### src/rtl/dbm_pkg.sv
// Constants, types and helpers shared by the DSP block interrupt and program counter monitor
// What this block does
// Software writes a 16-bit block length, in audio frames, per processing block.
// The block frame counter advances by one on every frame start pulse.
// Counter equal to block length raises a block interrupt and returns to zero.
// Block interrupts fire only while the enable bit is one; enable resets to zero.
// Live 24-bit program counter readable; upper byte in low byte of upper register.
// Peak program counter of the last frame or block is kept and readable.
// Low 16 bits of last-frame peak read as a read-only word, reset zero.
// Highest program counter peak since start is kept across frames until cleared.
// Highest peak split: bits 23:16 in one register, 15:0 in the next, reset zero.
// Any access to the clear register resets both peak values.
// Peaks follow any larger program counter; last-frame tracker restarts at boundaries.
// Reserved bits read zero; writes to read-only fields have no effect.
`default_nettype none
package dbm_pkg;

  typedef logic [15:0] dbm_word_t;
  typedef logic [23:0] dbm_pc_t;

  // Register map
  localparam dbm_word_t DBM_ADDR_IRQ_EN  = 16'hF450;
  localparam dbm_word_t DBM_ADDR_LIMIT   = 16'hF451;
  localparam dbm_word_t DBM_ADDR_PC_HI   = 16'hF460;
  localparam dbm_word_t DBM_ADDR_PC_LO   = 16'hF461;
  localparam dbm_word_t DBM_ADDR_CLEAR   = 16'hF462;
  localparam dbm_word_t DBM_ADDR_FPK_HI  = 16'hF463;
  localparam dbm_word_t DBM_ADDR_FPK_LO  = 16'hF464;
  localparam dbm_word_t DBM_ADDR_MAX_HI  = 16'hF465;
  localparam dbm_word_t DBM_ADDR_MAX_LO  = 16'hF466;
  localparam dbm_word_t DBM_ADDR_STATUS  = 16'hF470;
  localparam dbm_word_t DBM_ADDR_MASK    = 16'hF471;

  // Field positions
  localparam int DBM_EN_BIT       = 0;
  localparam int DBM_ST_BLOCK_BIT = 0;
  localparam int DBM_ST_FRAME_BIT = 1;
  localparam int DBM_ST_W         = 2;

  // Reset values
  localparam dbm_word_t             DBM_RST_WORD  = 16'h0000;
  localparam dbm_pc_t               DBM_RST_PC    = 24'h000000;
  localparam logic [DBM_ST_W-1:0]   DBM_RST_ST    = 2'h0;
  localparam dbm_word_t             DBM_RD_NONE   = 16'h0000;

  function automatic dbm_pc_t dbm_max(input dbm_pc_t a, input dbm_pc_t b);
    dbm_max = (a > b) ? a : b;
  endfunction

  // Upper byte of a 24-bit value in the low byte of a word, reserved byte zero
  function automatic dbm_word_t dbm_upper(input dbm_pc_t v);
    dbm_upper = {8'h00, v[23:16]};
  endfunction

endpackage
`default_nettype wire

### src/rtl/dbm_monitor.sv
// Block interrupt counter and program counter monitor with register port
//
// Design decision made here: strobed register access.
`timescale 1ns/100ps
`default_nettype none
module dbm_monitor
  import dbm_pkg::*;
(
  input  wire logic               clk_sys,
  input  wire logic               sys_rst,
  input  wire logic               frame_start,
  input  wire dbm_pkg::dbm_pc_t   pc_value,
  input  wire dbm_pkg::dbm_word_t reg_addr,
  input  wire dbm_pkg::dbm_word_t reg_wdata,
  input  wire logic               reg_wr,
  input  wire logic               reg_rd,
  output var  dbm_pkg::dbm_word_t reg_rdata,
  output var  logic               block_irq_pulse,
  output var  logic               irq
);

  logic                block_irq_enable;
  dbm_word_t           block_frame_limit;
  dbm_word_t           block_count;
  logic [DBM_ST_W-1:0] irq_status;
  logic [DBM_ST_W-1:0] irq_mask;
  dbm_pc_t             frame_peak;
  dbm_pc_t             run_peak;
  dbm_pc_t             max_peak;

  logic                next_block_irq_enable;
  dbm_word_t           next_block_frame_limit;
  dbm_word_t           next_block_count;
  logic [DBM_ST_W-1:0] next_irq_status;
  logic [DBM_ST_W-1:0] next_irq_mask;
  dbm_pc_t             next_frame_peak;
  dbm_word_t           next_reg_rdata;
  logic                next_block_irq_pulse;
  logic                next_irq;

  dbm_word_t           count_inc;
  logic                limit_hit;
  logic                block_evt;
  logic                boundary;
  logic                pc_peak_clear;
  logic [DBM_ST_W-1:0] w1c;

  // Block frame counter
  always_comb
  begin
    count_inc = block_count + 16'h0001;
    limit_hit = frame_start && (count_inc == block_frame_limit);
    block_evt = limit_hit && block_irq_enable;
    if (limit_hit)
      next_block_count = DBM_RST_WORD;
    else if (frame_start)
      next_block_count = count_inc;
    else
      next_block_count = block_count;
    next_block_irq_pulse = block_evt;
    // With block processing on, the last-frame peak spans a whole block
    boundary = block_irq_enable ? limit_hit : frame_start;
  end

  always_ff @(posedge clk_sys)
  begin
    if (sys_rst)
    begin
      block_count     <= DBM_RST_WORD;
      block_irq_pulse <= 1'b0;
    end
    else
    begin
      block_count     <= next_block_count;
      block_irq_pulse <= next_block_irq_pulse;
    end
  end

  // Peak tracking
  assign pc_peak_clear = (reg_wr || reg_rd) && (reg_addr == DBM_ADDR_CLEAR);

  dbm_peak_track u_run_peak (
    .clk_sys (clk_sys),
    .sys_rst (sys_rst),
    .clear   (pc_peak_clear),
    .restart (boundary),
    .sample  (pc_value),
    .peak    (run_peak)
  );

  dbm_peak_track u_max_peak (
    .clk_sys (clk_sys),
    .sys_rst (sys_rst),
    .clear   (pc_peak_clear),
    .restart (1'b0),
    .sample  (pc_value),
    .peak    (max_peak)
  );

  always_comb
  begin
    if (pc_peak_clear)
      next_frame_peak = DBM_RST_PC;
    else if (boundary)
      next_frame_peak = dbm_max(run_peak, pc_value);
    else
      next_frame_peak = frame_peak;
  end

  always_ff @(posedge clk_sys)
  begin
    if (sys_rst)
      frame_peak <= DBM_RST_PC;
    else
      frame_peak <= next_frame_peak;
  end

  // Control, status and mask registers
  always_comb
  begin
    next_block_irq_enable  = block_irq_enable;
    next_block_frame_limit = block_frame_limit;
    next_irq_mask          = irq_mask;
    w1c                    = DBM_RST_ST;
    if (reg_wr)
    begin
      case (reg_addr)
        DBM_ADDR_IRQ_EN: next_block_irq_enable  = reg_wdata[DBM_EN_BIT];
        DBM_ADDR_LIMIT:  next_block_frame_limit = reg_wdata;
        DBM_ADDR_MASK:   next_irq_mask          = reg_wdata[DBM_ST_W-1:0];
        DBM_ADDR_STATUS: w1c                    = reg_wdata[DBM_ST_W-1:0];
        default:         w1c                    = DBM_RST_ST;
      endcase
    end
    // A new event wins over a clear in the same cycle
    next_irq_status = irq_status & ~w1c;
    next_irq_status[DBM_ST_BLOCK_BIT] = next_irq_status[DBM_ST_BLOCK_BIT] | block_evt;
    next_irq_status[DBM_ST_FRAME_BIT] = next_irq_status[DBM_ST_FRAME_BIT] | frame_start;
    next_irq = |(next_irq_status & next_irq_mask);
  end

  always_ff @(posedge clk_sys)
  begin
    if (sys_rst)
    begin
      block_irq_enable  <= 1'b0;
      block_frame_limit <= DBM_RST_WORD;
      irq_mask          <= DBM_RST_ST;
      irq_status        <= DBM_RST_ST;
      irq               <= 1'b0;
    end
    else
    begin
      block_irq_enable  <= next_block_irq_enable;
      block_frame_limit <= next_block_frame_limit;
      irq_mask          <= next_irq_mask;
      irq_status        <= next_irq_status;
      irq               <= next_irq;
    end
  end

  // Read port, data valid the cycle after the strobe
  always_comb
  begin
    next_reg_rdata = DBM_RD_NONE;
    if (reg_rd)
    begin
      case (reg_addr)
        DBM_ADDR_IRQ_EN: next_reg_rdata = {15'h0000, block_irq_enable};
        DBM_ADDR_LIMIT:  next_reg_rdata = block_frame_limit;
        DBM_ADDR_PC_HI:  next_reg_rdata = dbm_upper(pc_value);
        DBM_ADDR_PC_LO:  next_reg_rdata = pc_value[15:0];
        DBM_ADDR_FPK_HI: next_reg_rdata = dbm_upper(frame_peak);
        DBM_ADDR_FPK_LO: next_reg_rdata = frame_peak[15:0];
        DBM_ADDR_MAX_HI: next_reg_rdata = dbm_upper(max_peak);
        DBM_ADDR_MAX_LO: next_reg_rdata = max_peak[15:0];
        DBM_ADDR_STATUS: next_reg_rdata = {14'h0000, irq_status};
        DBM_ADDR_MASK:   next_reg_rdata = {14'h0000, irq_mask};
        default:         next_reg_rdata = DBM_RD_NONE;
      endcase
    end
  end

  always_ff @(posedge clk_sys)
  begin
    if (sys_rst)
      reg_rdata <= DBM_RD_NONE;
    else
      reg_rdata <= next_reg_rdata;
  end
endmodule
`default_nettype wire

### src/rtl/dbm_peak_track.sv
// Peak tracker for a 24-bit program counter with clear and restart
`timescale 1ns/100ps
`default_nettype none
module dbm_peak_track
  import dbm_pkg::*;
(
  input  wire logic             clk_sys,
  input  wire logic             sys_rst,
  input  wire logic             clear,
  input  wire logic             restart,
  input  wire dbm_pkg::dbm_pc_t sample,
  output var  dbm_pkg::dbm_pc_t peak
);

  dbm_pc_t next_peak;

  always_comb
  begin
    if (clear)
      next_peak = DBM_RST_PC;
    else if (restart)
      next_peak = sample;
    else
      next_peak = dbm_max(peak, sample);
  end

  always_ff @(posedge clk_sys)
  begin
    if (sys_rst)
      peak <= DBM_RST_PC;
    else
      peak <= next_peak;
  end

endmodule
`default_nettype wire

### config.mk
export PLATFORM = sky130hd
export DESIGN_NAME = dbm_monitor
export DESIGN_NICKNAME = d
export VERILOG_FILES = /design/src/rtl/dbm_pkg.sv /design/src/rtl/dbm_monitor.sv /design/src/rtl/dbm_peak_track.sv
export SDC_FILE = /design/constraint.sdc
export NUM_CORES = 1
export LEC_CHECK = 0
export BUFFER_PORTS_ARGS = -buffer_cell sky130_fd_sc_hd__buf_2
export CAP_MARGIN = 20
export CORE_ASPECT_RATIO = 0.7
export CORE_MARGIN = 8
export CORE_UTILIZATION = 53
export DETAILED_ROUTE_END_ITERATION = 8
export PLACE_DENSITY = 0.86
export SYNTH_ARGS = -nofsm -noshare
export SYNTH_HDL_FRONTEND = slang
export SYNTH_SLANG_ARGS = --single-unit
export TNS_END_PERCENT = 50
### constraint.sdc
create_clock -name clk_sys -period 2.8 [get_ports clk_sys]
set_input_delay 0.28 -clock clk_sys [delete_from_list [all_inputs] [get_ports clk_sys]]
set_output_delay 0.28 -clock clk_sys [all_outputs]
set_load 0.02 [all_outputs]
* Yosys cells after proc, flatten, opt, wreduce, memory -nomap -nowiden
Index checks and enable logic that the tools add are counted.
** Cells by class
- Equality and inequality tests :: 12
- Bitwise operators :: 6
- Mux-type cells :: 8
- $add $sub $neg :: 1
- Reductions and logical operators :: 10
- $lt $le $gt $ge :: 2
** Operator list (count)
- 16-bit equality test, second input constant :: 11
- 16-bit case mux with 10 select lines :: 1
- 24-bit > comparator :: 2
- 24-bit 2-to-1 mux :: 2
- 16-bit by 1-bit adder with 16-bit output, second input constant :: 1
- 16-bit equality test :: 1
- 2-bit 2-to-1 mux :: 4
- 2-bit OR reduction :: 4
- 2-bit AND :: 2
- 2-bit AND reduction :: 2
- 1-bit logical AND :: 3
- 2-bit inverter :: 1
- 1-bit bitwise OR :: 2
- 1-bit logical OR :: 1
- 1-bit 2-to-1 mux :: 1
- 1-bit inverter :: 1
** Storage, ports and cells
- Bits in registers :: 127
- Input port bits :: 61
- Output and inout bits :: 18

* Logic depth before layout (Yosys ltp)
Gate-level depths: netlist (run 1).
- Word-level depth :: 8
- Mapped depth :: 10
- Mapped depth without buffers :: 9

* Cells and area by module
Synthesis (run 1) repeated with hierarchy kept, for this count alone.
** Second synthesis, totals
- Cell total of the unflattened synthesis :: 947
- Area, all modules :: 8364.3 µm²
** Modules (own cells, without submodules)
- dbm_monitor :: sequential area each 1581.5 µm², times used 1, cells an instance 567, area each 5061.1 µm²
- dbm_peak_track :: sequential area each 480.5 µm², times used 2, cells an instance 190, area each 1651.6 µm²

* Least setup slack after synthesis (run 1)
Ideal clock, no wire load.
- Path kind :: register to register
- From :: register block_count[0]
- To :: register frame_peak[10]
- Path slack :: 124 ps
- Arrival :: 2555 ps
- Cell stages (with the launch flop) :: 10
- Buffers on the path :: 2
- Library setup time :: 122 ps
- Period minus slack after synthesis :: 2676 ps
- Cell sequence :: dfxtp_1 > ha_1 > nand3_1 > or3_1 > a2111oi_4 > o2111ai_2 > o31ai_4 > buf_2 > buf_2 > a21oi_1
** Between the ends
- Longest elaborated chain between the ends :: 4
** RTL lines
- start, declared :: RTL line dbm_monitor.sv:24 : dbm_word_t block_count;
- start signal, assigned :: RTL line dbm_monitor.sv:74 : block_count <= next_block_count;
- 16-bit by 1-bit adder with 16-bit output :: RTL line dbm_monitor.sv:51 : count_inc = block_count + 16'h0001;
- 16-bit equality test :: RTL line dbm_monitor.sv:52 : limit_hit = frame_start && (count_inc == block_frame_limit);
- 1-bit logical AND :: RTL line dbm_monitor.sv:52
- 1-bit 2-to-1 mux :: RTL line dbm_monitor.sv:62 : boundary = block_irq_enable ? limit_hit : frame_start;
- end signal, assigned :: RTL line dbm_monitor.sv:115 : frame_peak <= next_frame_peak;
- end, declared :: RTL line dbm_monitor.sv:27 : dbm_pc_t frame_peak;
No other way between the ends.
A chain may end at the register's enable or synchronous reset.

* Worst setup path in the final report (run 1)
- From :: register block_count[0]
- To :: register frame_peak[7]
The elaborated chain is that of the path after synthesis.

==> results.sh, run 1 <==
export IMPL_vias_per_cell=6.23
export IMPL_hold_path_class="primary input to register"
export IMPL_worstSetupStartpointType="register"
export IMPL_vias=7021
export IMPL_gp_congestion=0.938
export IMPL_dieArea_sq_mm=0.0173
export IMPL_clk_latency_ns=0.42
export IMPL_yosysWarnings=0
export IMPL_relSlewSlack_pct=46.5
export IMPL_status="completed"
export IMPL_drt_total_wl_mm=22.3
export IMPL_worstSetupPathType="register to register"
export IMPL_cp_max_fo=24
export IMPL_finalSetupViolations=0
export IMPL_fin_crit_sh_pct=96.6
export IMPL_r2r_cells=10
export IMPL_leakage_uw=0.00374
export IMPL_antenna_found_initial=0
export IMPL_cts_sinks=127
export IMPL_fill_cells=955
export IMPL_clockRootBuffer="clkbuf_16"
export IMPL_regToRegSetupSlack_ns=0.09
export IMPL_netlist_cell_type_count=55
export IMPL_async_reset_ff_share_pct=0
export IMPL_period_needed_ns=2.71
export IMPL_crit_end="frame_peak[7]$_SDFFE_PP0P_"
export IMPL_report_final_slew_viol_count=0
export IMPL_cp_startpoint="block_count[0]$_SDFFE_PP0P_"
export IMPL_syn_area_per_cell_sq_um=8.62
export IMPL_grt_usage_pct=24.7
export IMPL_synth_seq_area_share_pct=36.1
export IMPL_boundaryPins=79
export IMPL_syn_nets=927
export IMPL_cts_tree="built"
export IMPL_drive_gt1_share_pct=20.7
export IMPL_post_place_ws_ns=-0.327
export IMPL_cp_cell_sequence="ha_2, nand3_1, or3_1, a2111oi_4, o2111ai_2, o31ai_4, buf_4, buf_12, o21ai_0, a21oi_1"
export IMPL_fmax_mhz=370
export IMPL_synthFlopType="dfxtp_1"
export IMPL_rr_endpoint="frame_peak[7]$_SDFFE_PP0P_"
export IMPL_setup_ws_ns=0.0948
export IMPL_hold_viol_final=0
export IMPL_first_pass_iters=6
export IMPL_drc=0
export IMPL_timing_rr_start="block_count[0]$_SDFFE_PP0P_"
export IMPL_die_height_microns=112
export IMPL_yosys_top_cells_area="dfxtp_1 (36%), mux2i_1 (12%), ha_1 (8.7%)"
export IMPL_syn_inst=817
export IMPL_cp_slowest_stage_delay_ns=0.43
export IMPL_rsz0062_at_grt="false"
export IMPL_ys_ff_latch=127
export IMPL_hpwl_mm=15.3
export IMPL_drv_cap=0
export IMPL_clk_pin_slew_worst_paths_ns=0.05
export IMPL_finalHoldWorstSlack_ns=0.113
export IMPL_overflow=0
export IMPL_core_sq_mm=0.0131
export IMPL_synthesis_area_sq_mm=0.00704
export IMPL_nets=1060
export IMPL_portBuffers=78
export IMPL_clockBufferDepth=2
export IMPL_synth_edff_count=0
export IMPL_htree_levels=4
export IMPL_synth_largest_area_cell="dfxtp_1"
export IMPL_wire_per_inst_microns=19.8
export IMPL_diodes=0
export IMPL_worst_pin_slew_ns=0.795
export IMPL_cp_slowest_cell="or3_1"
export IMPL_skew_ns=0.0133
export IMPL_area_delta_synth_final_pct=24.6
export IMPL_rows=35
export IMPL_grt_pass1_vias=6812
export IMPL_crit_path_end_kind="register"
export IMPL_cts_buffers_inserted=17
export IMPL_ir_worst_vdd_uv=465
export IMPL_synth_top_cells_by_count="dfxtp_1 (127), nand2_1 (123), mux2i_1 (85)"
export IMPL_grt_pass1_wl_mm=34.6
export IMPL_start_util_pct=54.0
export IMPL_crit_required_ns=3.14
export IMPL_post_synth_top_count_cell="dfxtp_1"
export IMPL_synth_top_area_share_pct=36.1
export IMPL_grt_max_degree=71
export IMPL_p_per_area_mw_per_mm2=562
export IMPL_die_x_microns=154
export IMPL_ant_nets=0
export IMPL_cp_arrival_ns=3.04
export IMPL_drtIter0Drc=878
==> layer usage <==
| metal | global-route usage (%) | vias up | wire (microns) |
|---|---|---|---|
| met2 | 37.3 | 485 | 9470 |
| li1 | - | 3228 | - |
| met3 | 5.26 | 75 | 2400 |
| met1 | 32.8 | 3233 | 9700 |
| met5 | 0 | - | 0 |
| met4 | 12.6 | 0 | 735 |
==> state kept, by name, indices dropped and copies added, names as in the netlist <==
| name | cells |
|---|---|
| block_count | 16 |
| irq_mask | 2 |
| block_irq_enable | 1 |
| u_max_peak.peak | 24 |
| block_irq_pulse | 1 |
| irq_status | 2 |
| u_run_peak.peak | 24 |
| block_frame_limit | 16 |
| irq | 1 |
| reg_rdata | 16 |
| frame_peak | 24 |
==> critical path: cells and delay by family (launching register included) <==
kind	cells	cell delay, ns
AND/OR/NAND/NOR	2	0.55
flip-flops	1	0.34
adder cells (fa/ha/maj)	1	0.22
buffers and inverters	2	0.35
AO/OA/AOI/OAI	5	1.14
==> cells in the final DEF, fill, tap and decap left out, types with 5 or more instances in the layout <==
master     instances
nand2_1          123
buf_12             6
nand3_1           34
clkbuf_16         18
nor2_1            27
ha_1              48
inv_1             30
xnor2_1           18
and4_1             5
buf_2             78
o21ai_0           43
nand4_1           23
dfxtp_1          127
o211ai_1           5
clkbuf_1           5
mux2i_1           85
xor2_1            17
a21oi_1           72
a22oi_1           10
nor2b_1           12
nor3_1             9
a222oi_1          15
and3_1            10
buf_4             78
==> power breakdown <==
part           leakage, uW  internal (uW)  switching, uW
registers          0.00104           1900           73.4
logic              0.00242            334            409
clock network     0.000277           1410            807
==> metrics by stage <==
stage	TNS (ns)	util, %	power (uW)	cells	cell area [sq um]
6_report	0	67.2	4930	1127	8770
3_5_place_dp	-7.88	62.1	2690	1091	8100
2_1_floorplan	0	-	2410	817	7040
3_3_place_gp	-4.53	62.1	2670	1091	8100
4_1_cts	-3.08	66.5	4890	1122	8680
5_1_grt	0	67.2	5080	1127	8770
==> kinds of logic after synthesis <==
family,synth area share [%]
adder cells (fa/ha/maj),8.70
AND/OR/NAND/NOR,18.1
XOR/XNOR,4.35
flip-flops,36.1
buffers and inverters,4.62
AO/OA/AOI/OAI,16.1
multiplexers,12.1
==> cell type report <==
type                    count  area (sq um)  area share (%)
clock buffers              23           458            5.22
clock inverters             7           113            1.28
inverters                  30           113            1.28
multi-input cells         611          4220            48.1
flip-flops and latches    127          2540            29.0
well taps                 166           208            2.37
repair buffers            163          1120            12.8
==> how the worst min path moves through the flow <==
stage | from | endpoint | cells after the start
after floorplan | reg_wdata[0] | block_irq_enable$_SDFFE_PP0P_ | 2
after global placement | u_run_peak.peak[3]$_SDFF_PP0_ | u_run_peak.peak[3]$_SDFF_PP0_ | 2
after detailed placement | u_run_peak.peak[1]$_SDFF_PP0_ | u_run_peak.peak[1]$_SDFF_PP0_ | 2
after CTS | reg_wdata[6] | block_frame_limit[6]$_SDFFE_PP0P_ | 3
after global routing | reg_wdata[13] | block_frame_limit[13]$_SDFFE_PP0P_ | 3
final | reg_wdata[14] | block_frame_limit[14]$_SDFFE_PP0P_ | 3
==> timing repair <==
action,4_1_cts,5_1_grt
endpoints found under the setup margin,47,48
buffers inserted,0,4
hold buffers,0,0
resized for setup,1,1
pin swaps,2,2
gates cloned,1,1
Note: power is estimated with default switching activity, not from simulation.
==> run 2, diff against run 1 <==
--- a/config.mk
+++ b/config.mk
@@ -11,7 +11,7 @@
 export CORE_MARGIN = 8
 export CORE_UTILIZATION = 53
 export DETAILED_ROUTE_END_ITERATION = 8
-export PLACE_DENSITY = 0.86
+export PLACE_DENSITY = 0.76
 export SYNTH_ARGS = -nofsm -noshare
 export SYNTH_HDL_FRONTEND = slang
 export SYNTH_SLANG_ARGS = --single-unit
==> results.sh, run 2 (synthesized netlist as in run 1, its figures left out) <==
export IMPL_antenna_found_initial=0
export IMPL_overflow=0
export IMPL_skew_ns=0.0111
export IMPL_report_final_slew_viol_count=0
export IMPL_htree_levels=4
export IMPL_largestRegisters="frame_peak: 24 flops, u_max_peak.peak: 24 flops, u_run_peak.peak: 24 flops"
export IMPL_finalSetupViolations=0
export IMPL_die_x_microns=154
export IMPL_crit_path_end_kind="register"
export IMPL_ant_nets=0
export IMPL_holdPathEnd="block_frame_limit[12]$_SDFFE_PP0P_"
export IMPL_finalInstanceArea_sq_mm=0.00865
export IMPL_finalHoldWorstSlack_ns=0.117
export IMPL_cp_max_fo=6
export IMPL_vias_per_cell=6.01
export IMPL_dieArea_sq_mm=0.0173
export IMPL_final_cell_mix="dfxtp_1 (124), nand2_1 (123), mux2i_1 (85)"
export IMPL_die_height_microns=112
export IMPL_combPwrFrac_pct=14.2
export IMPL_first_pass_iters=8
export IMPL_hold_path_class="primary input to register"
export IMPL_cts_buffers_inserted=17
export IMPL_fin_util_pct=66.3
export IMPL_dpl_cell_area_sq_mm=0.00792
export IMPL_grt_pass1_vias=6508
export IMPL_fmax_mhz=365
export IMPL_drc=0
export IMPL_grt_max_degree=97
export IMPL_nets=1039
export IMPL_p_int_uw=3630
export IMPL_cp_arrival_ns=3.04
export IMPL_ir_worst_vdd_uv=466
export IMPL_swShare_pct=26.3
export IMPL_fin_crit_sh_pct=97.8
export IMPL_core_sq_mm=0.0131
export IMPL_p_per_area_mw_per_mm2=571
export IMPL_worstSetupPathType="register to register"
export IMPL_worstSetupStartpointType="register"
export IMPL_seqPwrFrac_pct=40.1
export IMPL_clockRootBuffer="clkbuf_16"
export IMPL_min_from="reg_wdata[12]"
export IMPL_r2r_cells=10
export IMPL_clockBufferDepth=2
export IMPL_rows=35
export IMPL_p_clk_share_pct=45.7
export IMPL_timing_rr_start="block_count[0]$_SDFFE_PP0P_"
export IMPL_drive_gt1_share_pct=20.3
export IMPL_worst_pin_slew_ns=0.643
export IMPL_clk_latency_ns=0.42
export IMPL_crit_required_ns=3.10
export IMPL_rr_endpoint="u_run_peak.peak[16]$_SDFF_PP0_"
export IMPL_start_util_pct=54.0
export IMPL_hold_depth=3
export IMPL_cts_tree="built"
export IMPL_vias=6656
export IMPL_setup_ws_ns=0.0629
export IMPL_period_needed_ns=2.74
export IMPL_grt_usage_pct=23.8
export IMPL_hpwl_mm=15.2
export IMPL_p_sw_uw=1300
export IMPL_grt_pass1_wl_mm=33.2
export IMPL_boundaryPins=79
export IMPL_drv_cap=0
export IMPL_drt_total_wl_mm=20.8
export IMPL_fin_tns_setup_ns=0
export IMPL_leakage_uw=0.00365
export IMPL_hold_viol_final=0
export IMPL_diodes=0
export IMPL_wire_per_inst_microns=18.8
export IMPL_post_place_ws_ns=-0.301
export IMPL_relSlewSlack_pct=56.0
export IMPL_clk_pin_slew_worst_paths_ns=0.06
export IMPL_regToRegSetupSlack_ns=0.06
export IMPL_gp_congestion=0.888
export IMPL_drtIter0Drc=719
export IMPL_rsz0062_at_grt="true"
export IMPL_portBuffers=78
export IMPL_cts_sinks=127
export IMPL_final_common_cell="dfxtp_1"
export IMPL_area_delta_synth_final_pct=22.8
export IMPL_status="completed"
export IMPL_fill_cells=1050
## run 2: cell types whose count changed in the layout (fill, tap and decap cells not counted), sizes merged
cell	previous run	this run
clkbuf	24	19
buf	162	141
clkinv	3	8
clkinvlp	1	3
## run 2: final cells by class
type                       count  area [sq um]  share of cell area [%]
timing repair buffer         142           928                    10.7
sequential                   127          2550                    29.5
inverter                      30           113                    1.30
clock inverter                14           168                    1.94
multi-input combinational    611          4240                    49.1
tap                          166           208                    2.40
clock buffer                  18           439                    5.08
## run 2: stage by stage
stage          std cells  power (uW)
2_1_floorplan        817        2410
3_3_place_gp        1071        2650
3_5_place_dp        1071        2660
4_1_cts             1104        4900
5_1_grt             1108        5110
6_report            1108        4930
## run 2: metal layers
layer / share of wire (%) / routed length [microns] / vias to the layer above / global-route usage, %
met5: 0 / 0 / - / 0
met3: 9.7 / 2030 / 34 / 7.06
met4: 1.8 / 369 / 0 / 7.29
met2: 43 / 8970 / 302 / 36.4
met1: 45 / 9470 / 3131 / 31.8
li1: - / - / 3189 / -
## run 2: worst max-delay path: stages (launching register included)
cell,delay [ns]
dfxtp_2,0.35
ha_4,0.16
nand3_1,0.10
or3_4,0.39
a2111oi_4,0.40
o2111ai_2,0.24
o31ai_4,0.41
buf_6,0.18
a21oi_4,0.05
clkbuf_16,0.21
mux2i_1,0.12
## run 2: worst max path at each step
stage,cells past startpoint,slack [ns],to,from
after floorplan,9,0.12,frame_peak[10]$_SDFFE_PP0P_,block_count[0]$_SDFFE_PP0P_
after global placement,10,-0.11,u_run_peak.peak[16]$_SDFF_PP0_,pc_value[15]
after detailed placement,10,-0.30,u_run_peak.peak[16]$_SDFF_PP0_,pc_value[10]
after CTS,9,0.03,frame_peak[20]$_SDFFE_PP0P_,block_count[1]$_SDFFE_PP0P_
after global routing,10,-0.03,u_run_peak.peak[8]$_SDFF_PP0_,block_count[0]$_SDFFE_PP0P_
final,10,0.06,u_run_peak.peak[16]$_SDFF_PP0_,block_count[0]$_SDFFE_PP0P_
## run 2: timing repair
action | 4_1_cts | 5_1_grt
resized for setup | 4 | 10
cloned | 1 | 1
setup buffers | 0 | 4
hold buffers | 0 | 0
endpoints found under the setup margin | 44 | 48
pin swaps | 4 | 5
## run 2: power groups by stage
stage	combinational, uW	clock, uW	sequential (uW)
after floorplan	421	0	1990
after global placement	637	0	2010
after detailed placement	653	0	2010
after CTS	670	2260	1980
after global routing	766	2350	1990
final	701	2250	1980
